[src/rtl/timer_wdog_pkg.sv]
package timer_wdog_pkg;
    // bus geometry
    localparam int DATA_WIDTH = 32;
    localparam int ADDR_WIDTH = 6;
    localparam int BE_WIDTH = 4;
    // timer geometry
    localparam int TIMER_NUM = 4;
    localparam int COUNT_WIDTH = 24;
    localparam int PRESCALE_WIDTH = 3;
    localparam int PRESCALE_DIV_WIDTH = 7;
    localparam int IRQ_WIDTH = 5;
    localparam int IRQ_WD_BIT = 4;
    // register word indexes
    localparam logic [5:0] REG_IRQ_STATUS = 6'h00;
    localparam logic [5:0] REG_IRQ_MASK = 6'h01;
    localparam logic [5:0] REG_WD_PERIOD = 6'h02;
    localparam logic [5:0] REG_WD_ACK = 6'h03;
    localparam logic [5:0] REG_WD_COUNT = 6'h04;
    // timer block: index 0x10 + 4 * timer + slot
    localparam logic [1:0] TIMER_BLOCK = 2'h1;
    localparam logic [1:0] SLOT_CTRL = 2'h0;
    localparam logic [1:0] SLOT_RELOAD = 2'h1;
    localparam logic [1:0] SLOT_COUNT = 2'h2;
    localparam logic [1:0] SLOT_CAPTURE = 2'h3;
    // timer control fields
    localparam int CTRL_RUN_BIT = 0;
    localparam int CTRL_PRESCALE_LSB = 1;
    localparam int CTRL_MODE_LSB = 4;
    // reset values
    localparam logic [COUNT_WIDTH-1:0] RELOAD_RESET = 24'h000000;
    localparam logic [IRQ_WIDTH-1:0] MASK_RESET = 5'h00;
    localparam logic [PRESCALE_WIDTH-1:0] PRESCALE_RESET = 3'h0;

    typedef enum logic [1:0] {
        MODE_SINGLE = 2'b00,
        MODE_MULTI = 2'b01,
        MODE_FREE = 2'b10,
        MODE_CAPTURE = 2'b11
    } timer_mode_e;

    typedef enum logic [1:0] {
        WD_COUNTING = 2'b00,
        WD_WARNED = 2'b01,
        WD_RESETTING = 2'b10
    } wd_state_e;
endpackage

[src/rtl/general_timers_watchdog.sv]
`timescale 1ns/100ps
// How it works
// - four timers, each a 24-bit counter
// - prescale field divides by two-to-the-field
// - modes: shots, free run, pin capture
// - each timer has its own expiry interrupt
// - watchdog counts on every enabled clock, never disabled
// - first watchdog timeout raises interrupt
// - second unacknowledged timeout forces system reset
module general_timers_watchdog #(
    parameter logic [23:0] WATCHDOG_PERIOD = 24'h0F423F
) (
    input wire logic i_clock,
    input wire logic i_reset,
    input wire logic i_clock_enable,
    input wire logic [timer_wdog_pkg::ADDR_WIDTH-1:0] i_address,
    input wire logic i_read,
    input wire logic i_write,
    input wire logic [timer_wdog_pkg::DATA_WIDTH-1:0] i_writedata,
    input wire logic [timer_wdog_pkg::BE_WIDTH-1:0] i_byteenable,
    output logic [timer_wdog_pkg::DATA_WIDTH-1:0] o_readdata,
    output logic o_waitrequest,
    input wire logic [timer_wdog_pkg::TIMER_NUM-1:0] i_general_pin_event,
    output logic [timer_wdog_pkg::TIMER_NUM-1:0] o_timer_irq,
    output logic o_watchdog_irq,
    output logic o_irq,
    output logic o_system_reset
);
    localparam int TN = timer_wdog_pkg::TIMER_NUM;
    localparam int CW = timer_wdog_pkg::COUNT_WIDTH;
    localparam int DW = timer_wdog_pkg::DATA_WIDTH;
    localparam int IW = timer_wdog_pkg::IRQ_WIDTH;
    localparam int PSW = timer_wdog_pkg::PRESCALE_WIDTH;

    if (TN != 4 || CW != 24) begin : g_bad_geometry
        $error("register map serves four 24-bit timers only");
    end

    // merge write data into a register under byte enables
    function automatic logic [DW-1:0] merge_bytes(
        input logic [DW-1:0] old_value,
        input logic [DW-1:0] new_value,
        input logic [timer_wdog_pkg::BE_WIDTH-1:0] lanes
    );
        logic [DW-1:0] result;
        result = old_value;
        for (int b = 0; b < timer_wdog_pkg::BE_WIDTH; b++) begin
            if (lanes[b]) begin
                result[8*b +: 8] = new_value[8*b +: 8];
            end
        end
        return result;
    endfunction

    // pin event synchroniser and rising edge detect
    logic [TN-1:0] pin_meta;
    logic [TN-1:0] pin_sync;
    logic [TN-1:0] pin_prev;
    logic [TN-1:0] pin_rise;

    // bus and register state
    logic [DW-1:0] next_readdata;
    logic next_waitrequest;
    logic [IW-1:0] irq_status;
    logic [IW-1:0] next_irq_status;
    logic [IW-1:0] irq_mask;
    logic [IW-1:0] next_irq_mask;
    logic [CW-1:0] wd_period;
    logic [CW-1:0] next_wd_period;
    logic [TN-1:0][PSW-1:0] prescale;
    logic [TN-1:0][PSW-1:0] next_prescale;
    logic [TN-1:0][1:0] mode;
    logic [TN-1:0][1:0] next_mode;
    logic [TN-1:0][CW-1:0] reload;
    logic [TN-1:0][CW-1:0] next_reload;
    logic next_system_reset;

    // decode
    logic take;
    logic wr_take;
    logic in_timer_block;
    logic [1:0] timer_sel;
    logic [1:0] slot;
    logic [DW-1:0] read_value;
    logic [DW-1:0] merged;
    logic [IW-1:0] events;
    logic [IW-1:0] clear_bits;
    logic wd_ack;
    logic [TN-1:0] timer_start;
    logic [TN-1:0] timer_stop;

    // timer and watchdog results
    logic [TN-1:0][CW-1:0] count;
    logic [TN-1:0][CW-1:0] capture;
    logic [TN-1:0] running;
    logic [TN-1:0] expired;
    logic [CW-1:0] wd_count;
    logic wd_warned;
    logic wd_timeout;
    logic wd_reset_request;

    // pins pass two flops before any logic reads them
    always_ff @(posedge i_clock) begin
        if (i_reset) begin
            pin_meta <= '0;
            pin_sync <= '0;
            pin_prev <= '0;
        end else if (i_clock_enable) begin
            pin_meta <= i_general_pin_event;
            pin_sync <= pin_meta;
            pin_prev <= pin_sync;
        end
    end

    assign pin_rise = pin_sync & ~pin_prev;

    // address decode; a transfer completes on the edge where waitrequest is low
    assign take = (i_read || i_write) && !o_waitrequest;
    assign wr_take = take && i_write;
    assign in_timer_block = (i_address[5:4] == timer_wdog_pkg::TIMER_BLOCK);
    assign timer_sel = i_address[3:2];
    assign slot = i_address[1:0];
    assign merged = merge_bytes(DW'(0), i_writedata, i_byteenable);
    assign wd_ack = wr_take && (i_address == timer_wdog_pkg::REG_WD_ACK);

    // control pulses to the timers from control writes
    always_comb begin
        timer_start = '0;
        timer_stop = '0;
        if (wr_take && in_timer_block && slot == timer_wdog_pkg::SLOT_CTRL && i_byteenable[0]) begin
            timer_start[timer_sel] = i_writedata[timer_wdog_pkg::CTRL_RUN_BIT];
            timer_stop[timer_sel] = !i_writedata[timer_wdog_pkg::CTRL_RUN_BIT];
        end
    end

    // four independent timer instances
    for (genvar t = 0; t < TN; t++) begin : g_timer
        gp_timer #(
            .WIDTH(CW)
        ) u_timer (
            .i_clock(i_clock),
            .i_reset(i_reset),
            .i_clock_enable(i_clock_enable),
            .i_start(timer_start[t]),
            .i_stop(timer_stop[t]),
            .i_prescale(next_prescale[t]), // a start in the same write sees the new fields
            .i_mode(next_mode[t]),
            .i_reload(reload[t]),
            .i_pin_event(pin_rise[t]),
            .o_count(count[t]),
            .o_capture(capture[t]),
            .o_running(running[t]),
            .o_expired(expired[t])
        );
    end

    // free-running watchdog
    watchdog_core #(
        .WIDTH(CW)
    ) u_watchdog (
        .i_clock(i_clock),
        .i_reset(i_reset),
        .i_clock_enable(i_clock_enable),
        .i_period(wd_period),
        .i_reset_period(WATCHDOG_PERIOD),
        .i_ack(wd_ack),
        .o_count(wd_count),
        .o_warned(wd_warned),
        .o_timeout(wd_timeout),
        .o_reset_request(wd_reset_request)
    );

    // read multiplexer
    always_comb begin
        read_value = '0;
        if (in_timer_block) begin
            case (slot)
                timer_wdog_pkg::SLOT_CTRL: begin
                    read_value[timer_wdog_pkg::CTRL_RUN_BIT] = running[timer_sel];
                    read_value[timer_wdog_pkg::CTRL_PRESCALE_LSB +: PSW] = prescale[timer_sel];
                    read_value[timer_wdog_pkg::CTRL_MODE_LSB +: 2] = mode[timer_sel];
                end
                timer_wdog_pkg::SLOT_RELOAD: read_value = DW'(reload[timer_sel]);
                timer_wdog_pkg::SLOT_COUNT: read_value = DW'(count[timer_sel]);
                timer_wdog_pkg::SLOT_CAPTURE: read_value = DW'(capture[timer_sel]);
                default: read_value = '0;
            endcase
        end else begin
            case (i_address)
                timer_wdog_pkg::REG_IRQ_STATUS: read_value = DW'(irq_status);
                timer_wdog_pkg::REG_IRQ_MASK: read_value = DW'(irq_mask);
                timer_wdog_pkg::REG_WD_PERIOD: read_value = DW'(wd_period);
                timer_wdog_pkg::REG_WD_ACK: read_value = DW'(wd_warned);
                timer_wdog_pkg::REG_WD_COUNT: read_value = DW'(wd_count);
                default: read_value = '0;
            endcase
        end
    end

    // bus handshake: one wait cycle, then answer with data
    always_comb begin
        next_waitrequest = !((i_read || i_write) && o_waitrequest);
        next_readdata = o_readdata;
        if (i_read && o_waitrequest) begin
            next_readdata = read_value;
        end
    end

    // status bits: hardware set wins over a write-one clear
    assign events = {wd_timeout, expired};
    always_comb begin
        clear_bits = '0;
        if (wr_take && i_address == timer_wdog_pkg::REG_IRQ_STATUS) begin
            clear_bits = merged[IW-1:0];
        end
        next_irq_status = (irq_status & ~clear_bits) | events;
    end

    // configuration registers
    always_comb begin
        next_irq_mask = irq_mask;
        next_wd_period = wd_period;
        next_prescale = prescale;
        next_mode = mode;
        next_reload = reload;
        next_system_reset = o_system_reset || wd_reset_request;
        if (wr_take && in_timer_block) begin
            if (slot == timer_wdog_pkg::SLOT_CTRL && i_byteenable[0]) begin
                next_prescale[timer_sel] =
                    i_writedata[timer_wdog_pkg::CTRL_PRESCALE_LSB +: PSW];
                next_mode[timer_sel] = i_writedata[timer_wdog_pkg::CTRL_MODE_LSB +: 2];
            end
            if (slot == timer_wdog_pkg::SLOT_RELOAD) begin
                next_reload[timer_sel] =
                    CW'(merge_bytes(DW'(reload[timer_sel]), i_writedata, i_byteenable));
            end
        end else if (wr_take) begin
            case (i_address)
                timer_wdog_pkg::REG_IRQ_MASK: begin
                    next_irq_mask =
                        IW'(merge_bytes(DW'(irq_mask), i_writedata, i_byteenable));
                end
                timer_wdog_pkg::REG_WD_PERIOD: begin
                    next_wd_period =
                        CW'(merge_bytes(DW'(wd_period), i_writedata, i_byteenable));
                end
                default: begin
                    next_wd_period = wd_period;
                end
            endcase
        end
    end

    // register everything; reset acts even while the clock enable is low
    always_ff @(posedge i_clock) begin
        if (i_reset) begin
            o_readdata <= '0;
            o_waitrequest <= 1'b1;
            irq_status <= '0;
            irq_mask <= timer_wdog_pkg::MASK_RESET;
            wd_period <= WATCHDOG_PERIOD;
            prescale <= {TN{timer_wdog_pkg::PRESCALE_RESET}};
            mode <= {TN{timer_wdog_pkg::MODE_SINGLE}};
            reload <= {TN{timer_wdog_pkg::RELOAD_RESET}};
            o_timer_irq <= '0;
            o_watchdog_irq <= 1'b0;
            o_irq <= 1'b0;
            o_system_reset <= 1'b0;
        end else if (i_clock_enable) begin
            o_readdata <= next_readdata;
            o_waitrequest <= next_waitrequest;
            irq_status <= next_irq_status;
            irq_mask <= next_irq_mask;
            wd_period <= next_wd_period;
            prescale <= next_prescale;
            mode <= next_mode;
            reload <= next_reload;
            o_timer_irq <= next_irq_status[TN-1:0] & next_irq_mask[TN-1:0];
            o_watchdog_irq <= next_irq_status[timer_wdog_pkg::IRQ_WD_BIT]
                & next_irq_mask[timer_wdog_pkg::IRQ_WD_BIT];
            o_irq <= |(next_irq_status & next_irq_mask);
            o_system_reset <= next_system_reset;
        end
    end
endmodule

[src/rtl/gp_timer.sv]
`timescale 1ns/100ps
module gp_timer #(
    parameter int WIDTH = timer_wdog_pkg::COUNT_WIDTH
) (
    input wire logic i_clock,
    input wire logic i_reset,
    input wire logic i_clock_enable,
    input wire logic i_start,
    input wire logic i_stop,
    input wire logic [timer_wdog_pkg::PRESCALE_WIDTH-1:0] i_prescale,
    input wire logic [1:0] i_mode,
    input wire logic [WIDTH-1:0] i_reload,
    input wire logic i_pin_event,
    output logic [WIDTH-1:0] o_count,
    output logic [WIDTH-1:0] o_capture,
    output logic o_running,
    output logic o_expired
);
    localparam int PW = timer_wdog_pkg::PRESCALE_DIV_WIDTH;

    if (WIDTH < 2 || WIDTH > 32) begin : g_bad_width
        $error("gp_timer width must be 2 to 32");
    end

    logic [PW-1:0] pre_count;
    logic [PW-1:0] next_pre_count;
    logic [PW-1:0] pre_mask;
    logic tick;
    logic [WIDTH-1:0] next_count;
    logic [WIDTH-1:0] next_capture;
    logic next_running;
    logic next_expired;
    timer_wdog_pkg::timer_mode_e mode;

    assign mode = timer_wdog_pkg::timer_mode_e'(i_mode);
    // divide by two to the prescale field, 1 to 128
    assign pre_mask = ~({PW{1'b1}} << i_prescale);
    assign tick = o_running && ((pre_count & pre_mask) == pre_mask);

    // next state of prescaler, counter and capture
    always_comb begin
        next_pre_count = pre_count;
        next_count = o_count;
        next_capture = o_capture;
        next_running = o_running;
        next_expired = 1'b0;
        if (i_start) begin
            next_running = 1'b1;
            next_pre_count = '0;
            if (mode == timer_wdog_pkg::MODE_SINGLE || mode == timer_wdog_pkg::MODE_MULTI) begin
                next_count = i_reload;
            end else begin
                next_count = '0;
            end
        end else if (i_stop) begin
            next_running = 1'b0;
        end else if (o_running) begin
            next_pre_count = PW'(pre_count + 1'b1);
            if (mode == timer_wdog_pkg::MODE_CAPTURE && i_pin_event) begin
                next_capture = o_count;
                next_expired = 1'b1;
            end
            if (tick) begin
                next_pre_count = '0;
                case (mode)
                    timer_wdog_pkg::MODE_SINGLE, timer_wdog_pkg::MODE_MULTI: begin
                        if (o_count <= WIDTH'(1)) begin
                            next_expired = 1'b1;
                            next_count = i_reload;
                            next_running = (mode == timer_wdog_pkg::MODE_MULTI);
                        end else begin
                            next_count = WIDTH'(o_count - 1'b1);
                        end
                    end
                    timer_wdog_pkg::MODE_FREE: begin
                        next_count = WIDTH'(o_count + 1'b1);
                        next_expired = &o_count;
                    end
                    default: begin
                        next_count = WIDTH'(o_count + 1'b1);
                    end
                endcase
            end
        end
    end

    // register the timer state
    always_ff @(posedge i_clock) begin
        if (i_reset) begin
            pre_count <= '0;
            o_count <= '0;
            o_capture <= '0;
            o_running <= 1'b0;
            o_expired <= 1'b0;
        end else if (i_clock_enable) begin
            pre_count <= next_pre_count;
            o_count <= next_count;
            o_capture <= next_capture;
            o_running <= next_running;
            o_expired <= next_expired;
        end
    end
endmodule

[src/rtl/watchdog_core.sv]
`timescale 1ns/100ps
module watchdog_core #(
    parameter int WIDTH = timer_wdog_pkg::COUNT_WIDTH
) (
    input wire logic i_clock,
    input wire logic i_reset,
    input wire logic i_clock_enable,
    input wire logic [WIDTH-1:0] i_period,
    input wire logic [WIDTH-1:0] i_reset_period,
    input wire logic i_ack,
    output logic [WIDTH-1:0] o_count,
    output logic o_warned,
    output logic o_timeout,
    output logic o_reset_request
);
    if (WIDTH < 2 || WIDTH > 32) begin : g_bad_width
        $error("watchdog_core width must be 2 to 32");
    end

    timer_wdog_pkg::wd_state_e state;
    timer_wdog_pkg::wd_state_e next_state;
    logic [WIDTH-1:0] next_count;
    logic next_timeout;
    logic next_reset_request;
    logic loaded;

    // count down, warn once, then ask for a system reset
    always_comb begin
        next_state = state;
        next_count = WIDTH'(o_count - 1'b1);
        next_timeout = 1'b0;
        next_reset_request = 1'b0;
        if (!loaded) begin
            next_count = i_reset_period;
        end else if (i_ack) begin
            next_count = i_period;
            if (state == timer_wdog_pkg::WD_WARNED) begin
                next_state = timer_wdog_pkg::WD_COUNTING;
            end
        end else if (o_count == '0) begin
            next_count = i_period;
            case (state)
                timer_wdog_pkg::WD_COUNTING: begin
                    next_timeout = 1'b1;
                    next_state = timer_wdog_pkg::WD_WARNED;
                end
                timer_wdog_pkg::WD_WARNED: begin
                    next_timeout = 1'b1;
                    next_reset_request = 1'b1;
                    next_state = timer_wdog_pkg::WD_RESETTING;
                end
                timer_wdog_pkg::WD_RESETTING: begin
                    next_reset_request = 1'b1;
                end
                default: begin
                    next_state = timer_wdog_pkg::WD_COUNTING;
                end
            endcase
        end
    end

    assign o_warned = (state != timer_wdog_pkg::WD_COUNTING);

    // always running; no path lets software stop it
    always_ff @(posedge i_clock) begin
        if (i_reset) begin
            state <= timer_wdog_pkg::WD_COUNTING;
            o_count <= '0;
            loaded <= 1'b0;
            o_timeout <= 1'b0;
            o_reset_request <= 1'b0;
        end else if (i_clock_enable) begin
            state <= next_state;
            o_count <= next_count;
            loaded <= 1'b1;
            o_timeout <= next_timeout;
            o_reset_request <= next_reset_request;
        end
    end
endmodule
[config.mk]
export PLATFORM = sky130hd
export DESIGN_NAME = general_timers_watchdog
export DESIGN_NICKNAME = d
export VERILOG_FILES = /design/src/rtl/timer_wdog_pkg.sv /design/src/rtl/general_timers_watchdog.sv /design/src/rtl/gp_timer.sv /design/src/rtl/watchdog_core.sv
export SDC_FILE = /design/constraint.sdc
export NUM_CORES = 1
export LEC_CHECK = 0
export BUFFER_PORTS_ARGS = -buffer_cell sky130_fd_sc_hd__buf_2
export CAP_MARGIN = 15
export CORE_ASPECT_RATIO = 1.75
export CORE_MARGIN = 8
export CORE_UTILIZATION = 55
export CTS_CLUSTER_SIZE = 28
export DETAILED_ROUTE_END_ITERATION = 10
export GPL_TIMING_DRIVEN = 1
export PLACE_DENSITY_LB_ADDON = 0.1
export SYNTH_ARGS = -nofsm -noshare
export SYNTH_HDL_FRONTEND = slang
export SYNTH_SLANG_ARGS = --single-unit
[constraint.sdc]
create_clock -name i_clock -period 2.9 [get_ports i_clock]
set_input_delay 0.58 -clock i_clock [delete_from_list [all_inputs] [get_ports i_clock]]
set_output_delay 0.58 -clock i_clock [all_outputs]
set_load 0.01 [all_outputs]
# == Yosys cells after proc, flatten, opt, wreduce, memory -nomap -nowiden ==
# Cells that the tools add are included.
# totals
ff_bits,459
out_inout_bits,40
# classes
n_addsub,13
bitwise_logic,27
n_reduce_logical,75
n_mux,159
shift,4
order_cmp,6
n_eq_ne,32
# op_table
operator,n
$mux 24,35
$bmux 24 s2,3
$pmux 24 s5,1
$sub 24x1->24 const B,5
$mux 7,16
$add 24x1->24 const B,4
$bwmux 96,1
$le 24x1->1 const B,4
$reduce_and 24->1,4
$mux 8,11
$mux 1,58
$pmux 18 s3,1
$demux 24 s2,1
$reduce_and 5->1,8
$mux 32,1
$mux 5,6
$add 7x1->7 const B,4
$and 7x7->7,4
$eq 7x7->1,4
$not 7->7,4
$shl 7x3->7 const A,4
$logic_not 24->1,1
$mux 12,2
$pmux 6 s4,1
40 further kinds,133

# == Logic depth before layout (Yosys ltp) ==
# logic_depth
word_depth,16
depth_mapped,12

# == Hierarchy ==
# A second synthesis with hierarchy kept.
# unflattened
cells_unflattened,3461
area_unflattened_um2,28237.1
# by_module_without_submodules
module,cells_per_inst,area_each_um2,seq_area_each_um2,instances
gp_timer at g_timer[1].u_timer ...,550,3937.5,1141.1,3
general_timers_watchdog,1046,10418.7,3883.7,1
gp_timer at g_timer[0].u_timer,524,3951.3,1141.1,1
watchdog_core,241,2054.5,580.6,1

# == Least setup slack after synthesis ==
# OpenSTA, ideal clock, no wires.
# synth_path
path_type,input to register
from,input i_address[5] in the netlist's numbering
to,register g_timer[0].u_timer.o_count[21]
setup_slack_ps,-60
n_path_buf,3
setup_ps,132
arrival_ps,2827
required_ps,2768
stages,10
path_cell_list,buf_2 > or4b_4 > buf_6 > o31ai_2 > a21oi_1 > o311ai_4 > a41oi_2 > buf_4 > a21oi_1 > o32ai_2
# synth_via
elab_chain_len,10
word_cells_on_any_way,27
cone_classes,eq/ne (4); shift (1); mux (10); bitwise (2); reduce/logical (10)
# synth_rtl
element,line_no,source
from (decl),general_timers_watchdog.sv:16,"input wire logic [timer_wdog_pkg::ADDR_WIDTH-1:0] i_address,"
$eq 2x1->1 *,general_timers_watchdog.sv:120,assign in_timer_block = (i_address[5:4] == timer_wdog_pkg::TIMER_BLOCK);
$logic_and 1x1->1 *,"general_timers_watchdog.sv:130, general_timers_watchdog.sv:227",
$mux 12 or $mux 8 (tied branches),general_timers_watchdog.sv:227,if (wr_take && in_timer_block) begin
"$shl 7x3->7, or another cell as far along",gp_timer.sv:37,assign pre_mask = ~({PW{1'b1}} << i_prescale);
$not 7->7 or $reduce_or 2->1 (tied branches),"gp_timer.sv:37, gp_timer.sv:65",
$and 7x7->7 or $mux 24 (tied branches),-,
$eq 7x7->1 or $mux 24 (tied branches),"gp_timer.sv:38, gp_timer.sv:63",
$logic_and 1x1->1 or $mux 24 (tied branches),"gp_timer.sv:38, gp_timer.sv:57",
$reduce_bool 2->1 (no source line) or $mux 24 (tied branches),-,
$reduce_and 4->1 (no source line) or $mux 24 (tied branches),-,
to (signal assigned),gp_timer.sv:97,o_count <= next_count;
to (decl),gp_timer.sv:14,"output logic [WIDTH-1:0] o_count,"
# Every way passes the cells marked *; elsewhere a longest branch is shown, timed or not. The select of a mux whose other input is x is not followed.
# A chain may end at the register's enable or synchronous reset.

# == Worst setup path after layout ==
# layout_path
from,register g_timer[0].u_timer.o_count[15]
to,register g_timer[0].u_timer.o_count[22]
# layout_via
elab_chain_len,7
word_cells_on_any_way,9
cone_classes,add/sub (2); order compare (1); mux (6)
# layout_rtl
element,line_no,source
$sub 24x1->24 or $le 24x1->1 (tied branches),"gp_timer.sv:72, gp_timer.sv:67",
$mux 24,gp_timer.sv:67,if (o_count <= WIDTH'(1)) begin
$mux 24 *,-,
$mux 24 *,gp_timer.sv:63,if (tick) begin
$mux 24 *,gp_timer.sv:57,end else if (o_running) begin
$mux 24 *,gp_timer.sv:55,end else if (i_stop) begin
$mux 24 *,gp_timer.sv:47,if (i_start) begin
# Marked as above.

==> impl_metrics.env <==
export IMPL_outcome="finished clean"
export IMPL_worstPathMaxFanout=5
export IMPL_post_cts_hold_fix_bufs=0
export IMPL_worst_slew_pin_tran_ns=0.8303
export IMPL_routed_via_density=6.933
export IMPL_instances_no_fill=4348
export IMPL_synthArstFlopShare_pct=0
export IMPL_postSynthRegisterBits=451
export IMPL_timing_max_slew_rel_slack_pct=44.65
export IMPL_post_synth_instance_area_mm2=0.02770
export IMPL_yosys_top_cells_area="sky130_fd_sc_hd__dfxtp_1, sky130_fd_sc_hd__mux4_2, sky130_fd_sc_hd__nand2_1"
export IMPL_rows=109
export IMPL_synth_yosys_seq_area_share_pct=32.59
export IMPL_finish_net_count=3715
export IMPL_synth_distinct_cells=118
export IMPL_groute_usage_overall_pct=41.90
export IMPL_tritoncts="built"
export IMPL_worst_setup_path_type="reg2reg"
export IMPL_final_hold_violation_count=0
export IMPL_clk_transition_reported_paths_ns=0.07
export IMPL_r2r_start="g_timer[0].u_timer.o_count[15]$_SDFFE_PP0P_"
export IMPL_setup_violations_final=0
export IMPL_report_final_slew_viol_count=0
export IMPL_grt_start_max_net_pins=88
export IMPL_fmax_mhz=351.6
export IMPL_longest_individual_stage_delay_on_the_worst_path_ns=0.57
export IMPL_netlist_top_cell_by_area="sky130_fd_sc_hd__dfxtp_1"
export IMPL_synth_top_flop_cell="sky130_fd_sc_hd__dfxtp_1"
export IMPL_crit_path_top_delay_cell="sky130_fd_sc_hd__or4_4"
export IMPL_mostFrequentLayoutCell="sky130_fd_sc_hd__dfxtp_1"
export IMPL_endpoint_kind="register"
export IMPL_first_global_vias=29230
export IMPL_die_width_um=185.6
export IMPL_post_synth_inst_count=3404
export IMPL_drc=0
export IMPL_finalWeightedCongestion=1.022
export IMPL_regToRegSetupSlack_ns=0.06
export IMPL_max_cap_violations=0
export IMPL_wire_length_of_the_first_global_routing_pass_um=183100
export IMPL_timing_critical_path_cells="or4_4, or4_4, nor3_4, buf_4, nand2_1, buf_4, a22oi_1, o41ai_2"
export IMPL_crit_buf_inv=2
export IMPL_cts_max_path_buffers=3
export IMPL_crit_start="g_timer[0].u_timer.o_count[15]$_SDFFE_PP0P_"
export IMPL_critPathTopFamily="simple AND/OR/NAND/NOR gates"
export IMPL_layout_common_cells="sky130_fd_sc_hd__dfxtp_1, sky130_fd_sc_hd__nand2_1, sky130_fd_sc_hd__buf_4"
export IMPL_dp_cells=4260
export IMPL_ios=91
export IMPL_synth_top_cell_area_share_pct=32.59
export IMPL_layout_drive_gt1_share_pct=21.83
export IMPL_tritoncts_num_buffers=45
export IMPL_fillers=4246
export IMPL_synth_warnings=0
export IMPL_dp_final_hpwl_um=92320
export IMPL_syn_mean_instance_area_um2=8.138
export IMPL_worst_ep_arrival_time_ns=3.34
export IMPL_power_leakage_nw=12.21
export IMPL_cp_start_kind="register"
export IMPL_holdWs_ns=0.2295
export IMPL_overall_die_area_mm2=0.05808
export IMPL_gr_total_overflow=0
export IMPL_area_delta_synth_final_pct=19.66
export IMPL_clkLatencyLatePin_ns=0.62
export IMPL_layout_worst_path_cycle_share_pct=98.07
export IMPL_hp_class="in2reg"
export IMPL_ctsRootBufferMaster="sky130_fd_sc_hd__clkbuf_16"
export IMPL_core_area_mm2=0.05019
export IMPL_final_antenna_net_count=0
export IMPL_fp_dieH_um=312.9
export IMPL_drt_first_iter_violations=3636
export IMPL_initial_core_utilization_pct=55.19
export IMPL_clock_skew_final_ns=0.02252
export IMPL_routedWlPerCell_um=28.65
export IMPL_timing_hold_worst_start="i_general_pin_event[2]"
export IMPL_areal_power_density_over_the_cells_mw_per_mm2=420.9
export IMPL_unrepaired_setup_endpoints_after_global_routing="true"
export IMPL_vdd_ir_drop_max_uv=470.3
export IMPL_placement_io_buffers=73
export IMPL_cts_sink_count=451
export IMPL_drt_pass1_iter_count=6
export IMPL_final_period_minus_worst_setup_slack_ns=2.844
export IMPL_h_tree_lvl_count=2
export IMPL_wirelength_um=124600
export IMPL_routed_via_count=30150
export IMPL_antenna_found_initial=7
export IMPL_cp_required_ns=3.39
export IMPL_number_of_synthesized_flops_with_an_enable_pin=0
## area by class of cell
cell class | instances | area [um2] | area share (%)
tap | 666 | 833.3 | 2.514
multi-input combinational | 2566 | 17110 | 51.62
clock inverter | 27 | 345.3 | 1.042
antenna | 4 | 10.01 | 0.03020
inverter | 45 | 168.9 | 0.5096
sequential | 451 | 9029 | 27.24
timing repair buffer | 533 | 4412 | 13.31
clock buffer | 56 | 1237 | 3.733
## tightest hold or removal path: stages
cell and delay (ns):
sky130_fd_sc_hd__buf_2 0.07, sky130_fd_sc_hd__mux2i_1 0.06, sky130_fd_sc_hd__nor2_1 0.08
## registers in the layout (all words and copies together) (netlist names), 5 cells and up
| signal | count |
|---|---|
| irq_mask | 5 |
| irq_status | 5 |
| o_readdata | 24 |
| g_timer.u_timer.o_count | 96 |
| u_watchdog.o_count | 24 |
| reload | 96 |
| g_timer.u_timer.o_capture | 96 |
| wd_period | 24 |
| g_timer.u_timer.pre_count | 28 |
| prescale | 12 |
| mode | 8 |
## worst paths after layout
kind	to	depth (start not counted)
setup / recovery	g_timer[0].u_timer.o_count[22]$_SDFFE_PP0P_	8
hold / removal	pin_meta[2]$_SDFFE_PP0P_	3
setup reg to reg	g_timer[0].u_timer.o_count[22]$_SDFFE_PP0P_	8
hold reg to reg	g_timer[1].u_timer.o_capture[11]$_SDFFE_PP0P_	2
## where the power goes
group          internal (mW)  total [mW]  switching [mW]
Clock                   3.54        6.38            2.84
Sequential              6.25        6.31          0.0661
Combinational          0.464        1.26           0.794
## logic make-up after synthesis
logic type	Yosys count	synth area share (%)
muxes	199	11.09
adders and majority gates	22	0.9937
AOI/OAI and AO/OA	936	23.41
other	1	0.01354
buffers and inverters	394	6.053
and+or+nand+nor	1316	23.16
DFF	451	32.59
xor gates and xnor gates	85	2.688
## cell usage after synthesis (52+ instances only)
master	number
sky130_fd_sc_hd__dfxtp_1	451
sky130_fd_sc_hd__a211oi_1	147
sky130_fd_sc_hd__mux2i_1	91
sky130_fd_sc_hd__nand4_1	67
sky130_fd_sc_hd__nand3_1	135
sky130_fd_sc_hd__nor3_1	105
sky130_fd_sc_hd__o21ai_0	125
sky130_fd_sc_hd__xnor2_1	52
sky130_fd_sc_hd__a21oi_1	263
sky130_fd_sc_hd__clkbuf_1	253
sky130_fd_sc_hd__nand2_1	424
sky130_fd_sc_hd__mux4_2	84
sky130_fd_sc_hd__nor2_1	311
## metal layers
layer / GRT usage [%] / wire (um) / share of wire (%)
met1: 46.42 / 41350 / 33
met2: 67.18 / 56900 / 46
met3: 9.159 / 13110 / 11
met4: 35.83 / 13170 / 11
met5: 0 / 23 / 0.018
## timing repair
action                     in CTS  in global routing
setup endpoints to repair       0                  7
buffers inserted                0                  1
resized for setup               0                  3
## stage by stage
step / power (mW) / TNS [ns] / utilization [%] / cell area (um2) / setup slack, ns
after global routing: 14.24 / -0.005393 / 66.03 / 33140 / -0.005393
after global placement: 7.643 / -19.42 / 62.82 / 31530 / -0.3505
after detailed placement: 7.665 / -26.34 / 62.82 / 31530 / -0.3543
final: 13.95 / 0 / 66.04 / 33150 / 0.05592
after CTS: 13.92 / 0 / 65.97 / 33110 / 0.03804
after floorplan: 7.140 / -0.001236 / - / 27740 / -0.001236
Power figures use the tool's default switching activity.
